==> src/mmvd_pkg.sv <==
// Constants and types shared by the memory map and vector decoder.
package mmvd_pkg;

   // ****************************************************************
   // Address map
   // ****************************************************************
   localparam int MMVD_ADDR_W = 16;
   localparam logic [15:0] MMVD_DP_HI = 16'h003F;
   localparam logic [15:0] MMVD_RAM_LO = 16'h0040;
   localparam logic [15:0] MMVD_RAM_HI = 16'h023F;
   localparam logic [15:0] MMVD_HP_LO = 16'h3000;
   localparam logic [15:0] MMVD_HP_HI = 16'h30FF;
   localparam logic [15:0] MMVD_EE_LO = 16'h3100;
   localparam logic [15:0] MMVD_EE_HI = 16'h317F;
   localparam logic [15:0] MMVD_VT_LO = 16'hFFB0;

   // ****************************************************************
   // Memory sizes
   // ****************************************************************
   localparam int MMVD_FLASH_BYTES = 4096;
   localparam int MMVD_FLASH_PAGE_BYTES = 512;
   localparam int MMVD_EE_PAGE_BYTES = 2;
   localparam int MMVD_OFS_W = 12;

   // ****************************************************************
   // Regions, one-hot
   // ****************************************************************
   typedef enum logic [6:0] {
      MMVD_R_NONE = 7'h01,
      MMVD_R_DPAGE = 7'h02,
      MMVD_R_RAM = 7'h04,
      MMVD_R_HPAGE = 7'h08,
      MMVD_R_EE = 7'h10,
      MMVD_R_FLASH = 7'h20,
      MMVD_R_VECT = 7'h40
   } mmvd_region_t;

   localparam mmvd_region_t MMVD_REGION_RST = MMVD_R_NONE;

   // ****************************************************************
   // Interrupt sources, in ascending vector order
   // ****************************************************************
   localparam int MMVD_NUM_SRC = 20;
   localparam int MMVD_SRC_W = 5;
   localparam logic [4:0] MMVD_SRC_NONCTRL = 5'h00;
   localparam logic [4:0] MMVD_SRC_RESET = 5'h13;

   // Index: nonvolatile_controller, keyboard_interrupt_unit, real time
   // counter, serial_comm_interface tx/rx/err, adc, analog_comparator,
   // first_timer_module ovf/ch1/ch0, second_timer_module ovf/ch1/ch0,
   // clock loss of lock, low voltage warning, watchdog, irq pin,
   // software_interrupt_instr, reset.
   localparam logic [15:0] MMVD_VEC_TAB [MMVD_NUM_SRC] = '{
      16'hFFB0, 16'hFFB4, 16'hFFB8, 16'hFFCC, 16'hFFCE,
      16'hFFD0, 16'hFFD2, 16'hFFD4, 16'hFFDA, 16'hFFDC,
      16'hFFDE, 16'hFFE0, 16'hFFE2, 16'hFFE4, 16'hFFF6,
      16'hFFF8, 16'hFFFA, 16'hFFFA, 16'hFFFC, 16'hFFFE
   };

   localparam logic [15:0] MMVD_VEC_RST = 16'hFFFE;

endpackage : mmvd_pkg

==> src/mmvd_decoder.sv <==
// Memory map decoder and reset/interrupt vector selector for the core.
// Functional notes
// - Every 16-bit core address maps to exactly one region or unimplemented space.
// - Addresses 0x0000 through 0x003F select direct-page registers.
// - Addresses 0x3000 through 0x30FF select high-page registers.
// - 128-byte EEPROM at 0x3100-0x317F, 64 pages of two bytes.
// - Flash is 4096 bytes in 8 pages of 512 bytes.
// - Vector region spans 0xFFB0-0xFFFF, high byte even, low byte odd; pairs no source owns are reserved.
// - Reset fetches its start address from 0xFFFE:0xFFFF.
// - Software interrupt instruction vectors through 0xFFFC:0xFFFD.
// - IRQ pin and watchdog share 0xFFFA:0xFFFB; software finds the source.
// - Low-voltage warning uses 0xFFF8:0xFFF9.
// - Clock loss of lock uses 0xFFF6:0xFFF7.
// - Second timer: overflow 0xFFE0, channel 1 0xFFE2, channel 0 0xFFE4.
// - First timer: overflow 0xFFDA, channel 1 0xFFDC, channel 0 0xFFDE.
// - Serial interface: transmit 0xFFCC, receive 0xFFCE, error 0xFFD0.
// - ADC uses 0xFFD2, analog comparator uses 0xFFD4.
// - Nonvolatile controller 0xFFB0, keyboard 0xFFB4, real-time counter 0xFFB8.
`timescale 1ns/1ps
`default_nettype none

module mmvd_decoder
   import mmvd_pkg::*;
#(
   parameter int FLASH_BYTES = MMVD_FLASH_BYTES,
   parameter int FLASH_PAGE_BYTES = MMVD_FLASH_PAGE_BYTES,
   parameter int EE_PAGE_BYTES = MMVD_EE_PAGE_BYTES
) (
   input wire logic mclk,
   input wire logic rst_n,
   input wire logic clk_en,
   input wire logic [15:0] core_addr,
   input wire logic core_addr_valid,
   input wire logic [MMVD_NUM_SRC-1:0] int_req,
   output var mmvd_region_t region,
   output logic sel_valid,
   output logic [MMVD_OFS_W-1:0] region_offset,
   output logic [$clog2(FLASH_BYTES/FLASH_PAGE_BYTES)-1:0] flash_page,
   output logic [$clog2(128/EE_PAGE_BYTES)-1:0] eeprom_page,
   output logic pair_high_byte,
   output logic vec_reserved,
   output logic [15:0] vec_addr,
   output logic [MMVD_SRC_W-1:0] vec_src,
   output logic vec_valid
);

   // ****************************************************************
   // Derived sizes and elaboration checks
   // ****************************************************************
   localparam int FP_W = $clog2(FLASH_BYTES/FLASH_PAGE_BYTES);
   localparam int EP_W = $clog2(128/EE_PAGE_BYTES);
   localparam int FLASH_PAGE_SH = $clog2(FLASH_PAGE_BYTES);
   localparam int EE_PAGE_SH = $clog2(EE_PAGE_BYTES);
   // The flash base is derived so that the array always ends at the top.
   localparam logic [16:0] FLASH_LO_W = 17'h1_0000 - 17'(FLASH_BYTES);
   localparam logic [15:0] FLASH_LO = FLASH_LO_W[15:0];

   // Flash must stay clear of the EEPROM and still cover the vectors.
   if (FLASH_BYTES != (1 << $clog2(FLASH_BYTES))) begin : g_bad_flash_pow
      $error("FLASH_BYTES must be a power of two.");
   end
   if (FLASH_BYTES < 128 || FLASH_BYTES > 4096) begin : g_bad_flash
      $error("FLASH_BYTES must lie from 128 to 4096.");
   end
   if (FLASH_LO <= MMVD_EE_HI) begin : g_bad_flash_lo
      $error("Flash base must lie above the EEPROM.");
   end
   if (MMVD_OFS_W < $clog2(FLASH_BYTES)) begin : g_bad_ofs
      $error("Offset port is too narrow for the flash.");
   end
   if (MMVD_ADDR_W != 16) begin : g_bad_addr
      $error("The core address must be 16 bits wide.");
   end
   if (FLASH_PAGE_BYTES != (1 << FLASH_PAGE_SH)) begin : g_bad_fpage_pow
      $error("FLASH_PAGE_BYTES must be a power of two.");
   end
   if (FLASH_PAGE_BYTES > FLASH_BYTES / 2) begin : g_bad_fpage
      $error("FLASH_PAGE_BYTES must be at most half the flash.");
   end
   if (EE_PAGE_BYTES != (1 << EE_PAGE_SH) || EE_PAGE_BYTES > 64) begin : g_bad_epage
      $error("EE_PAGE_BYTES must be a power of two, at most 64.");
   end
   if (MMVD_VEC_TAB[MMVD_SRC_RESET] != MMVD_VEC_RST) begin : g_bad_rst_vec
      $error("The reset source must own the reset vector pair.");
   end
   // A table entry off its pair or outside the vector region would be fetched wrongly.
   for (genvar gi = 0; gi < MMVD_NUM_SRC; gi++) begin : g_vec_chk
      if (MMVD_VEC_TAB[gi][0] || MMVD_VEC_TAB[gi] < MMVD_VT_LO) begin : g_bad_vec
         $error("Vector table entries must be even and inside the vector region.");
      end
   end

   // ****************************************************************
   // Functions
   // ****************************************************************

   // Inclusive range test shared by the RAM, high-page and EEPROM regions.
   function automatic logic mmvd_in_range(input logic [15:0] a, input logic [15:0] lo, input logic [15:0] hi);
      return (a >= lo) && (a <= hi);
   endfunction : mmvd_in_range

   // Region decode; ranges are tested in order so no address hits two.
   function automatic mmvd_region_t mmvd_decode(input logic [15:0] a);
      mmvd_region_t r;
      r = MMVD_R_NONE;
      if (a <= MMVD_DP_HI) begin
         r = MMVD_R_DPAGE;
      end else if (mmvd_in_range(a, MMVD_RAM_LO, MMVD_RAM_HI)) begin
         r = MMVD_R_RAM;
      end else if (mmvd_in_range(a, MMVD_HP_LO, MMVD_HP_HI)) begin
         r = MMVD_R_HPAGE;
      end else if (mmvd_in_range(a, MMVD_EE_LO, MMVD_EE_HI)) begin
         r = MMVD_R_EE;
      end else if (a >= MMVD_VT_LO) begin
         r = MMVD_R_VECT;
      end else if (a >= FLASH_LO) begin
         r = MMVD_R_FLASH;
      end
      return r;
   endfunction : mmvd_decode

   // Base address that each region's offset is measured from.
   function automatic logic [15:0] mmvd_region_base(input mmvd_region_t r);
      logic [15:0] b;
      b = 16'h0000;
      unique case (r)
         MMVD_R_RAM: b = MMVD_RAM_LO;
         MMVD_R_HPAGE: b = MMVD_HP_LO;
         MMVD_R_EE: b = MMVD_EE_LO;
         MMVD_R_FLASH, MMVD_R_VECT: b = FLASH_LO;
         MMVD_R_DPAGE, MMVD_R_NONE: b = 16'h0000;
      endcase
      return b;
   endfunction : mmvd_region_base

   // Pair of each source; one item a line so each pair carries its rule.
   function automatic logic [15:0] mmvd_vec_pair(input logic [MMVD_SRC_W-1:0] s);
      logic [15:0] v;
      v = MMVD_VEC_RST;
      unique case (s)
         5'h00: v = MMVD_VEC_TAB[0];
         5'h01: v = MMVD_VEC_TAB[1];
         5'h02: v = MMVD_VEC_TAB[2];
         5'h03: v = MMVD_VEC_TAB[3];
         5'h04: v = MMVD_VEC_TAB[4];
         5'h05: v = MMVD_VEC_TAB[5];
         5'h06: v = MMVD_VEC_TAB[6];
         5'h07: v = MMVD_VEC_TAB[7];
         5'h08: v = MMVD_VEC_TAB[8];
         5'h09: v = MMVD_VEC_TAB[9];
         5'h0A: v = MMVD_VEC_TAB[10];
         5'h0B: v = MMVD_VEC_TAB[11];
         5'h0C: v = MMVD_VEC_TAB[12];
         5'h0D: v = MMVD_VEC_TAB[13];
         5'h0E: v = MMVD_VEC_TAB[14];
         5'h0F: v = MMVD_VEC_TAB[15];
         5'h10: v = MMVD_VEC_TAB[16];
         5'h11: v = MMVD_VEC_TAB[17];
         5'h12: v = MMVD_VEC_TAB[18];
         5'h13: v = MMVD_VEC_TAB[19];
         default: v = MMVD_VEC_RST;
      endcase
      return v;
   endfunction : mmvd_vec_pair

   // True when some source owns the vector pair holding this address.
   function automatic logic mmvd_slot_used(input logic [15:0] a);
      logic hit;
      logic [15:0] p;
      hit = 1'b0;
      for (int i = 0; i < MMVD_NUM_SRC; i++) begin
         p = mmvd_vec_pair(MMVD_SRC_W'(i));
         if (p[15:1] == a[15:1]) begin
            hit = 1'b1;
         end
      end
      return hit;
   endfunction : mmvd_slot_used

   // Highest pending index wins; the top bit of the result says whether any was pending.
   function automatic logic [MMVD_SRC_W:0] mmvd_pick(input logic [MMVD_NUM_SRC-1:0] req);
      logic [MMVD_SRC_W:0] p;
      p = {1'b0, MMVD_SRC_RESET};
      for (int i = 0; i < MMVD_NUM_SRC; i++) begin
         if (req[i]) begin
            p = {1'b1, MMVD_SRC_W'(i)};
         end
      end
      return p;
   endfunction : mmvd_pick

   // ****************************************************************
   // Region select
   // ****************************************************************
   mmvd_region_t next_region;
   logic next_sel_valid;

   // The address is decoded even when not valid; the user qualifies with sel_valid.
   always_comb begin
      next_region = mmvd_decode(core_addr);
      next_sel_valid = core_addr_valid;
   end

   // Reset values match an idle access to unmapped space.
   always_ff @(posedge mclk) begin
      if (!rst_n) begin
         region <= MMVD_REGION_RST;
         sel_valid <= 1'b0;
      end else if (clk_en) begin
         region <= next_region;
         sel_valid <= next_sel_valid;
      end
   end

   // ****************************************************************
   // Position inside the region
   // ****************************************************************
   logic [MMVD_OFS_W-1:0] next_region_offset;
   logic [FP_W-1:0] next_flash_page;
   logic [EP_W-1:0] next_eeprom_page;
   logic next_pair_high_byte;
   logic next_vec_reserved;
   logic [15:0] base;
   logic [15:0] ofs;

   // Vector addresses keep flash offsets, so a flash image lines up with its pages.
   always_comb begin
      base = mmvd_region_base(next_region);
      ofs = core_addr - base;
      next_region_offset = ofs[MMVD_OFS_W-1:0];
      next_flash_page = '0;
      next_eeprom_page = '0;
      next_pair_high_byte = 1'b0;
      next_vec_reserved = 1'b0;
      if (next_region == MMVD_R_FLASH || next_region == MMVD_R_VECT) begin
         next_flash_page = ofs[FLASH_PAGE_SH +: FP_W];
      end
      if (next_region == MMVD_R_EE) begin
         next_eeprom_page = ofs[EE_PAGE_SH +: EP_W];
      end
      if (next_region == MMVD_R_VECT) begin
         next_pair_high_byte = ~core_addr[0];
         next_vec_reserved = ~mmvd_slot_used(core_addr);
      end
   end

   always_ff @(posedge mclk) begin
      if (!rst_n) begin
         region_offset <= '0;
         flash_page <= '0;
         eeprom_page <= '0;
         pair_high_byte <= 1'b0;
         vec_reserved <= 1'b0;
      end else if (clk_en) begin
         region_offset <= next_region_offset;
         flash_page <= next_flash_page;
         eeprom_page <= next_eeprom_page;
         pair_high_byte <= next_pair_high_byte;
         vec_reserved <= next_vec_reserved;
      end
   end

   // ****************************************************************
   // Vector selection
   // ****************************************************************
   // Sources are indexed in ascending vector order, so the last pending
   // one has the highest priority; reset therefore always wins.
   logic [15:0] next_vec_addr;
   logic [MMVD_SRC_W-1:0] next_vec_src;
   logic next_vec_valid;
   logic [MMVD_SRC_W:0] pick;

   // With nothing pending the reset source is named, so the reset pair is shown.
   always_comb begin
      pick = mmvd_pick(int_req);
      next_vec_valid = pick[MMVD_SRC_W];
      next_vec_src = pick[MMVD_SRC_W-1:0];
      // Only table entries are ever chosen, never a reserved pair.
      next_vec_addr = mmvd_vec_pair(next_vec_src);
   end

   // After reset the vector output already points at the reset pair.
   always_ff @(posedge mclk) begin
      if (!rst_n) begin
         vec_addr <= MMVD_VEC_RST;
         vec_src <= MMVD_SRC_RESET;
         vec_valid <= 1'b0;
      end else if (clk_en) begin
         vec_addr <= next_vec_addr;
         vec_src <= next_vec_src;
         vec_valid <= next_vec_valid;
      end
   end

endmodule : mmvd_decoder

`default_nettype wire

==> config.mk <==
export PLATFORM = sky130hd
export DESIGN_NAME = mmvd_decoder
export DESIGN_NICKNAME = d
export VERILOG_FILES = /design/src/mmvd_pkg.sv /design/src/mmvd_decoder.sv
export SDC_FILE = /design/constraint.sdc
export NUM_CORES = 1
export LEC_CHECK = 0
export ABC_AREA = 0
export BUFFER_PORTS_ARGS = -buffer_cell sky130_fd_sc_hd__buf_2
export CORE_MARGIN = 1.5
export CORE_UTILIZATION = 30
export DETAILED_ROUTE_END_ITERATION = 12
export PLACE_DENSITY = 0.55
export SYNTH_ARGS = -nofsm -noshare
export SYNTH_HDL_FRONTEND = slang
export SYNTH_SLANG_ARGS = --single-unit
==> constraint.sdc <==
create_clock -name mclk -period 2 [get_ports mclk]
set_input_delay 0 -clock mclk [delete_from_list [all_inputs] [get_ports mclk]]
set_output_delay 0 -clock mclk [all_outputs]
set_load 0.05 [all_outputs]
==> results of run 1 <==
layout by cell type (no fill, tap or decap), drive strengths merged, types with 2 or more instances in the layout:
master	n
o21ai	11
nor2b	15
o2bb2ai	4
o31ai	2
buf	97
nand4	5
o211a	5
xnor2	3
dfxtp	43
a211oi	2
nand2b	2
nand2	36
or3	2
o22ai	3
dlygate4sd3	3
nor2	20
mux2i	5
ha	8
nor3	9
and2	6
inv	11
conb	10
nand3	9
o211ai	3
a2111oi	2
o21a	3
a21boi	11
a21oi	19
nor4	7
clkbuf	6
or4	3
layout make-up:
cell class | instances | share of cell area
multi-input combinational | 224 | 0.459
clock buffer | 6 | 0.0263
clock inverter | 2 | 0.0111
inverter | 11 | 0.0131
timing repair buffer | 100 | 0.176
tap | 102 | 0.0406
sequential | 43 | 0.274
cell families after synthesis:
group                    count (synthesis)  synth area share
AO/OA/AOI/OAI                           78             0.240
XOR/XNOR                                 4            0.0142
adder cells (fa/ha/maj)                  8            0.0405
buffers and inverters                   34            0.0805
flip-flops                              43             0.348
multiplexers                             5            0.0202
other                                    2           0.00304
AND/OR/NAND/NOR                        119             0.253
report_power, final:
| group | switching (µW) | internal (µW) | leakage [µW] |
|---|---|---|---|
| Sequential | 12.9 | 882 | 0.000351 |
| Clock | 307 | 405 | 0.0000612 |
| Combinational | 304 | 137 | 0.000977 |
| Total | 625 | 1420 | 0.00139 |
layer usage:
metal,global-route usage,vias up,routed length (µm)
met2,0.242,68,2990
met1,0.194,1111,3180
met3,0.0324,4,361
met4,0.0361,0,40
met5,0,-,0
li1,-,1217,-
critical path, delay by kind of cell:
family                   cells  cell delay (ns)
AO/OA/AOI/OAI                2             0.47
adder cells (fa/ha/maj)      1             0.20
buffers and inverters        1             0.11
AND/OR/NAND/NOR              5             1.06
XOR/XNOR                     1             0.18
worst max path at each step:
stage | cells after the start | slack, ns | end | from
final | 10 | 0.16 | flash_page[2] | core_addr[11]
after floorplan | 9 | 0.04 | flash_page[2] | core_addr[11]
after global routing | 10 | 0.05 | flash_page[2] | core_addr[11]
after CTS | 10 | 0.18 | flash_page[2] | core_addr[11]
after global placement | 10 | -0.09 | flash_page[2] | core_addr[11]
after detailed placement | 10 | -0.13 | flash_page[2] | core_addr[11]
registers in the layout (all words and copies together) (netlist names):
register	count
vec_valid	1
pair_high_byte	1
region	7
region_offset	12
vec_src	5
flash_page	3
eeprom_page	6
sel_valid	1
vec_addr	6
vec_reserved	1
stage by stage:
step	utilization	area [µm²]	TNS, ns	setup slack (ns)
final	0.401	3140	0	0.157
after global placement	0.382	3000	-0.151	-0.0897
after CTS	0.401	3140	0	0.180
after floorplan	-	2500	0	0.0372
after detailed placement	0.382	3000	-0.281	-0.129
after global routing	0.401	3140	0	0.0532
==> impl_metrics.py, run 1 <==
metrics = {
    "clock_network": {
        "cts_hold_buffers": 3,
        "cts.clk_slew.worst_paths_ns": 0.09,
        "clock-root-buffer": "clkbuf_8",
        "cts_made_buffers": 5,
        "htree_levels": 2,
        "cts.sinks": 43,
        "post_cts_buffers": 0,
        "cts.path.max_buffers": 2,
        "insertion_delay_ns": 0.29,
        "cts_tree": "done",
        "cts_resized": 0,
    },
    "floorplanning": {
        "die_x_um": 93.8,
        "rows": 32,
        "dieHeight_um": 93.8,
        "design.portCount": 93,
        "core_area_mm2": 0.00785,
        "die_area_mm2": 0.00879,
        "start_util": 0.315,
    },
    "final_layout": {
        "layout.cells.non_filler": 488,
        "area_delta_synth_final_pct": 27.1,
        "antenna_cells": 0,
        "fillCellCount": 843,
        "regArea_um2": 861,
        "multiInputGateArea_mm2": 0.00144,
        "layout-drive-gt1-share": 0.311,
        "nets": 433,
    },
    "min_path": {
        "hold_start": "core_addr[5]",
        "holdPathEnd": "region_offset[5]",
        "min_path_cells": 3,
        "hold_class": "in -> reg",
    },
    "critical_path": {
        "cpPeakStageDelay_ns": 0.39,
        "cp.required_ns": 2.20,
        "cp_max_fo": 2,
        "crit_path_cell_trace": "buf_2 -> or3_1 -> nor3_1 -> nor3b_2 -> ha_1 -> nand2b_1 -> a2111oi_2 -> xnor2_1 -> o2bb2ai_1 -> and2_1",
        "worst-setup-path-type": "in -> reg",
        "cp_slowest_cell": "a2111oi_2",
        "endpoint_kind": "flip-flop",
        "crit_arrival_ns": 2.04,
        "ff2ff_path_depth": 2,
        "r2r-start": "eeprom_page[5]",
        "worstSetupStartpointType": "primary input",
        "rr_endpoint": "eeprom_page[5]",
        "ff2ff_setup_slack_ns": 1.29,
    },
    "synth": {
        "synth_top_area_frac": 0.348,
        "synth_edf_count": 0,
        "synthCells": 293,
        "synth_most_common_cell": "dfxtp_1",
        "yosys.area.top_type": "dfxtp_1",
        "ys_ff_latch": 43,
        "synthArstFlopShare": 0,
        "netlist_top_cells_count": "43 x dfxtp_1, 36 x nand2_1, 19 x nor2_1",
        "ys.warnings.count": 0,
        "synth_top_cells_by_area": "dfxtp_1 35%, nand2_1 5.5%, ha_1 4.0%, nor2b_1 3.8%, a21oi_1 3.6%",
        "synth_area_mm2": 0.00247,
        "synth_seq_area_share": 0.348,
        "avgSynthCellArea_um2": 8.44,
        "ys.flop_type": "dfxtp_1",
        "synth_cell_types": 58,
    },
    "sta": {
        "fin_skew_ns": 0,
        "slew_headroom": 0.597,
        "final-setup-viol-count": 0,
        "final_max_slew_viol_count": 0,
        "hold_viol_final": 0,
        "holdWs_ns": 0.0213,
        "tightest_slew_ns": 0.599,
        "fmax_mhz": 543,
        "rsz0062_at_grt": "no",
        "finalCriticalPeriod_ns": 1.84,
        "finalCritPeriodShare": 0.921,
    },
    "outcome": {
        "status": "complete, no violations",
    },
    "global_route": {
        "overflow": 0,
        "grt_pass1_wl_um": 10300,
        "grt_use_total": 0.147,
        "antenna_found_initial": 0,
        "grt_pass1_vias": 2172,
        "grt_max_degree": 39,
    },
    "route": {
        "antenna_left": 0,
        "num_vias": 2400,
        "drtPass1Iterations": 4,
        "wl_per_cell_um": 13.5,
        "wirelength_um": 6570,
        "drt_iter0_markers": 89,
        "via_per_inst": 4.92,
        "drc": 0,
    },
    "placed_design": {
        "dp_hpwl_um": 4940,
        "dp.cells": 477,
        "port_buffers": 82,
        "gp_congestion": 0.790,
    },
    "power_and_ir_drop": {
        "ir_drop_v": 0.000309,
        "p_per_area_mw_per_mm2": 652,
        "power.leakage_uw": 0.00139,
        "power_uw": 2050,
    },
    "flow_run": {
        "drv_cap": 0,
    },
}
Power figures use the tool's default switching activity.
==> run 2: changes to the inputs <==
--- a/config.mk
+++ b/config.mk
@@ -10,7 +10,7 @@
 export CORE_MARGIN = 1.5
 export CORE_UTILIZATION = 30
 export DETAILED_ROUTE_END_ITERATION = 12
-export PLACE_DENSITY = 0.55
+export PLACE_DENSITY = 0.58
 export SYNTH_ARGS = -nofsm -noshare
 export SYNTH_HDL_FRONTEND = slang
 export SYNTH_SLANG_ARGS = --single-unit
==> run 2 against run 1 <==
Wire length grew 1.1%. Die area unchanged. Final area up 0.92%. First-iteration DRC count up 18%. Hold slack improved by 0.0099 ns. Non-clock buffer count grew 3. Global-route usage grew 0.83 points. Flip-flop and latch count unchanged.
==> impl_metrics.py, run 2 (synthesis results as in run 1) <==
metrics = {
    "clock_network": {
        "cts.clk_slew.worst_paths_ns": 0.09,
        "insertion_delay_ns": 0.29,
        "cts_made_buffers": 5,
        "htree_levels": 2,
        "cts.path.max_buffers": 2,
        "clock-root-buffer": "clkbuf_8",
        "cts.sinks": 43,
        "cts_tree": "done",
    },
    "critical_path": {
        "r2r-start": "region[4]",
        "worst-setup-path-type": "in -> reg",
        "ff2ff_path_depth": 2,
        "crit_arrival_ns": 2.03,
        "cp.required_ns": 2.20,
        "worstSetupStartpointType": "primary input",
        "cp_max_fo": 2,
        "startpoint": "core_addr[11]",
        "endpoint_kind": "flip-flop",
    },
    "flow_run": {
        "drv_cap": 0,
    },
    "final_layout": {
        "area_delta_synth_final_pct": 28.3,
        "largest_reg_flops": 12,
        "regMostFlops": "region_offset",
        "antenna_cells": 0,
        "final_common_cell": "buf_2",
        "nets": 436,
        "top_regs": "region_offset x12, region x7",
        "layout.cells.non_filler": 491,
        "layout-drive-gt1-share": 0.319,
        "mostFrequentLayoutCells": "82 x buf_2, 43 x dfxtp_1, 36 x nand2_1",
    },
    "global_route": {
        "grt_pass1_vias": 2291,
        "antenna_found_initial": 0,
        "grt_pass1_wl_um": 11000,
        "grt_max_degree": 39,
        "overflow": 0,
        "grt_use_total": 0.155,
    },
    "min_path": {
        "hold_class": "in -> reg",
        "min_path_cells": 3,
        "hold_start": "core_addr[5]",
    },
    "sta": {
        "rsz0062_at_grt": "no",
        "tightest_slew_ns": 0.588,
        "hold_viol_final": 0,
        "fmax_mhz": 546,
        "final_max_slew_viol_count": 0,
        "finalCriticalPeriod_ns": 1.83,
        "holdWs_ns": 0.0313,
        "fin_skew_ns": 0,
        "finalCritPeriodShare": 0.915,
        "final-setup-viol-count": 0,
        "slew_headroom": 0.605,
    },
    "floorplanning": {
        "core_area_mm2": 0.00785,
        "dieHeight_um": 93.8,
        "start_util": 0.315,
        "rows": 32,
        "design.portCount": 93,
        "die_area_mm2": 0.00879,
        "die_x_um": 93.8,
    },
    "route": {
        "dr_wl_met3_um": 369,
        "drtPass1Iterations": 4,
        "drt_iter0_markers": 105,
        "m1WireLength_um": 3190,
        "highest_layer": "met4",
        "drc": 0,
        "via_per_inst": 4.94,
        "num_vias": 2427,
        "wl_per_cell_um": 13.5,
        "wirelength_um": 6650,
        "routed-wl-met2_um": 2990,
        "antenna_left": 0,
    },
    "placed_design": {
        "dp.cells": 480,
        "port_buffers": 82,
        "gp_congestion": 0.792,
        "dp_hpwl_um": 5040,
    },
    "outcome": {
        "status": "complete, no violations",
    },
    "power_and_ir_drop": {
        "ir_drop_v": 0.000343,
        "power.leakage_uw": 0.00141,
        "p_per_area_mw_per_mm2": 639,
    },
}
[run 2: path summary, 6_finish.rpt]
check | endpoint | slack (ns)
max | flash_page[2] | 0.17
min | region_offset[5] | 0.03
min reg2reg | pair_high_byte | 0.47
max reg2reg | region[4] | 1.26
[run 2: critical path: stages]
cell,delay (ns)
buf_2,0.10
or3_1,0.40
nor3_2,0.16
nor3b_4,0.25
ha_1,0.20
nand2b_1,0.10
a2111oi_2,0.39
xnor2_1,0.19
o2bb2ai_1,0.08
and2_1,0.15
[run 2: through the flow]
stage,instance area (µm²),setup TNS [ns],utilization,power (µW),worst slack (ns)
final,3170,0,0.404,2030,0.169
after global routing,3170,0,0.404,2120,0.0306
after CTS,3160,0,0.403,2050,0.135
after detailed placement,3020,-0.477,0.385,1360,-0.186
after global placement,3020,-0.203,0.385,1350,-0.107
after floorplan,2500,0,-,1220,0.0372
[run 2: final cells by class]
type / count / area (µm²)
clock buffers: 5 / 68.8
clock inverters: 3 / 43.8
fillers: 834 / 4680
inverters: 11 / 41.3
multi-input cells: 224 / 1450
flip-flops and latches: 43 / 861
well taps: 102 / 128
repair buffers: 103 / 576
[run 2: per-layer routing]
metal,vias up,GRT usage
met5,-,0
met4,0,0.0423
met2,73,0.245
li1,1229,-
met1,1114,0.213
met3,11,0.0316
[run 2: report_power, final]
group	internal [µW]	switching, µW	total (µW)
logic	141	308	449
registers	882	12.5	895
clock network	372	312	684
total	1400	632	2030
[run 2: timing repair]
action	in CTS	in global routing
endpoints found under the hold margin	4	0
hold buffers	3	0
endpoints found under the setup margin	0	2
buffers inserted	0	0
resized for setup	0	2
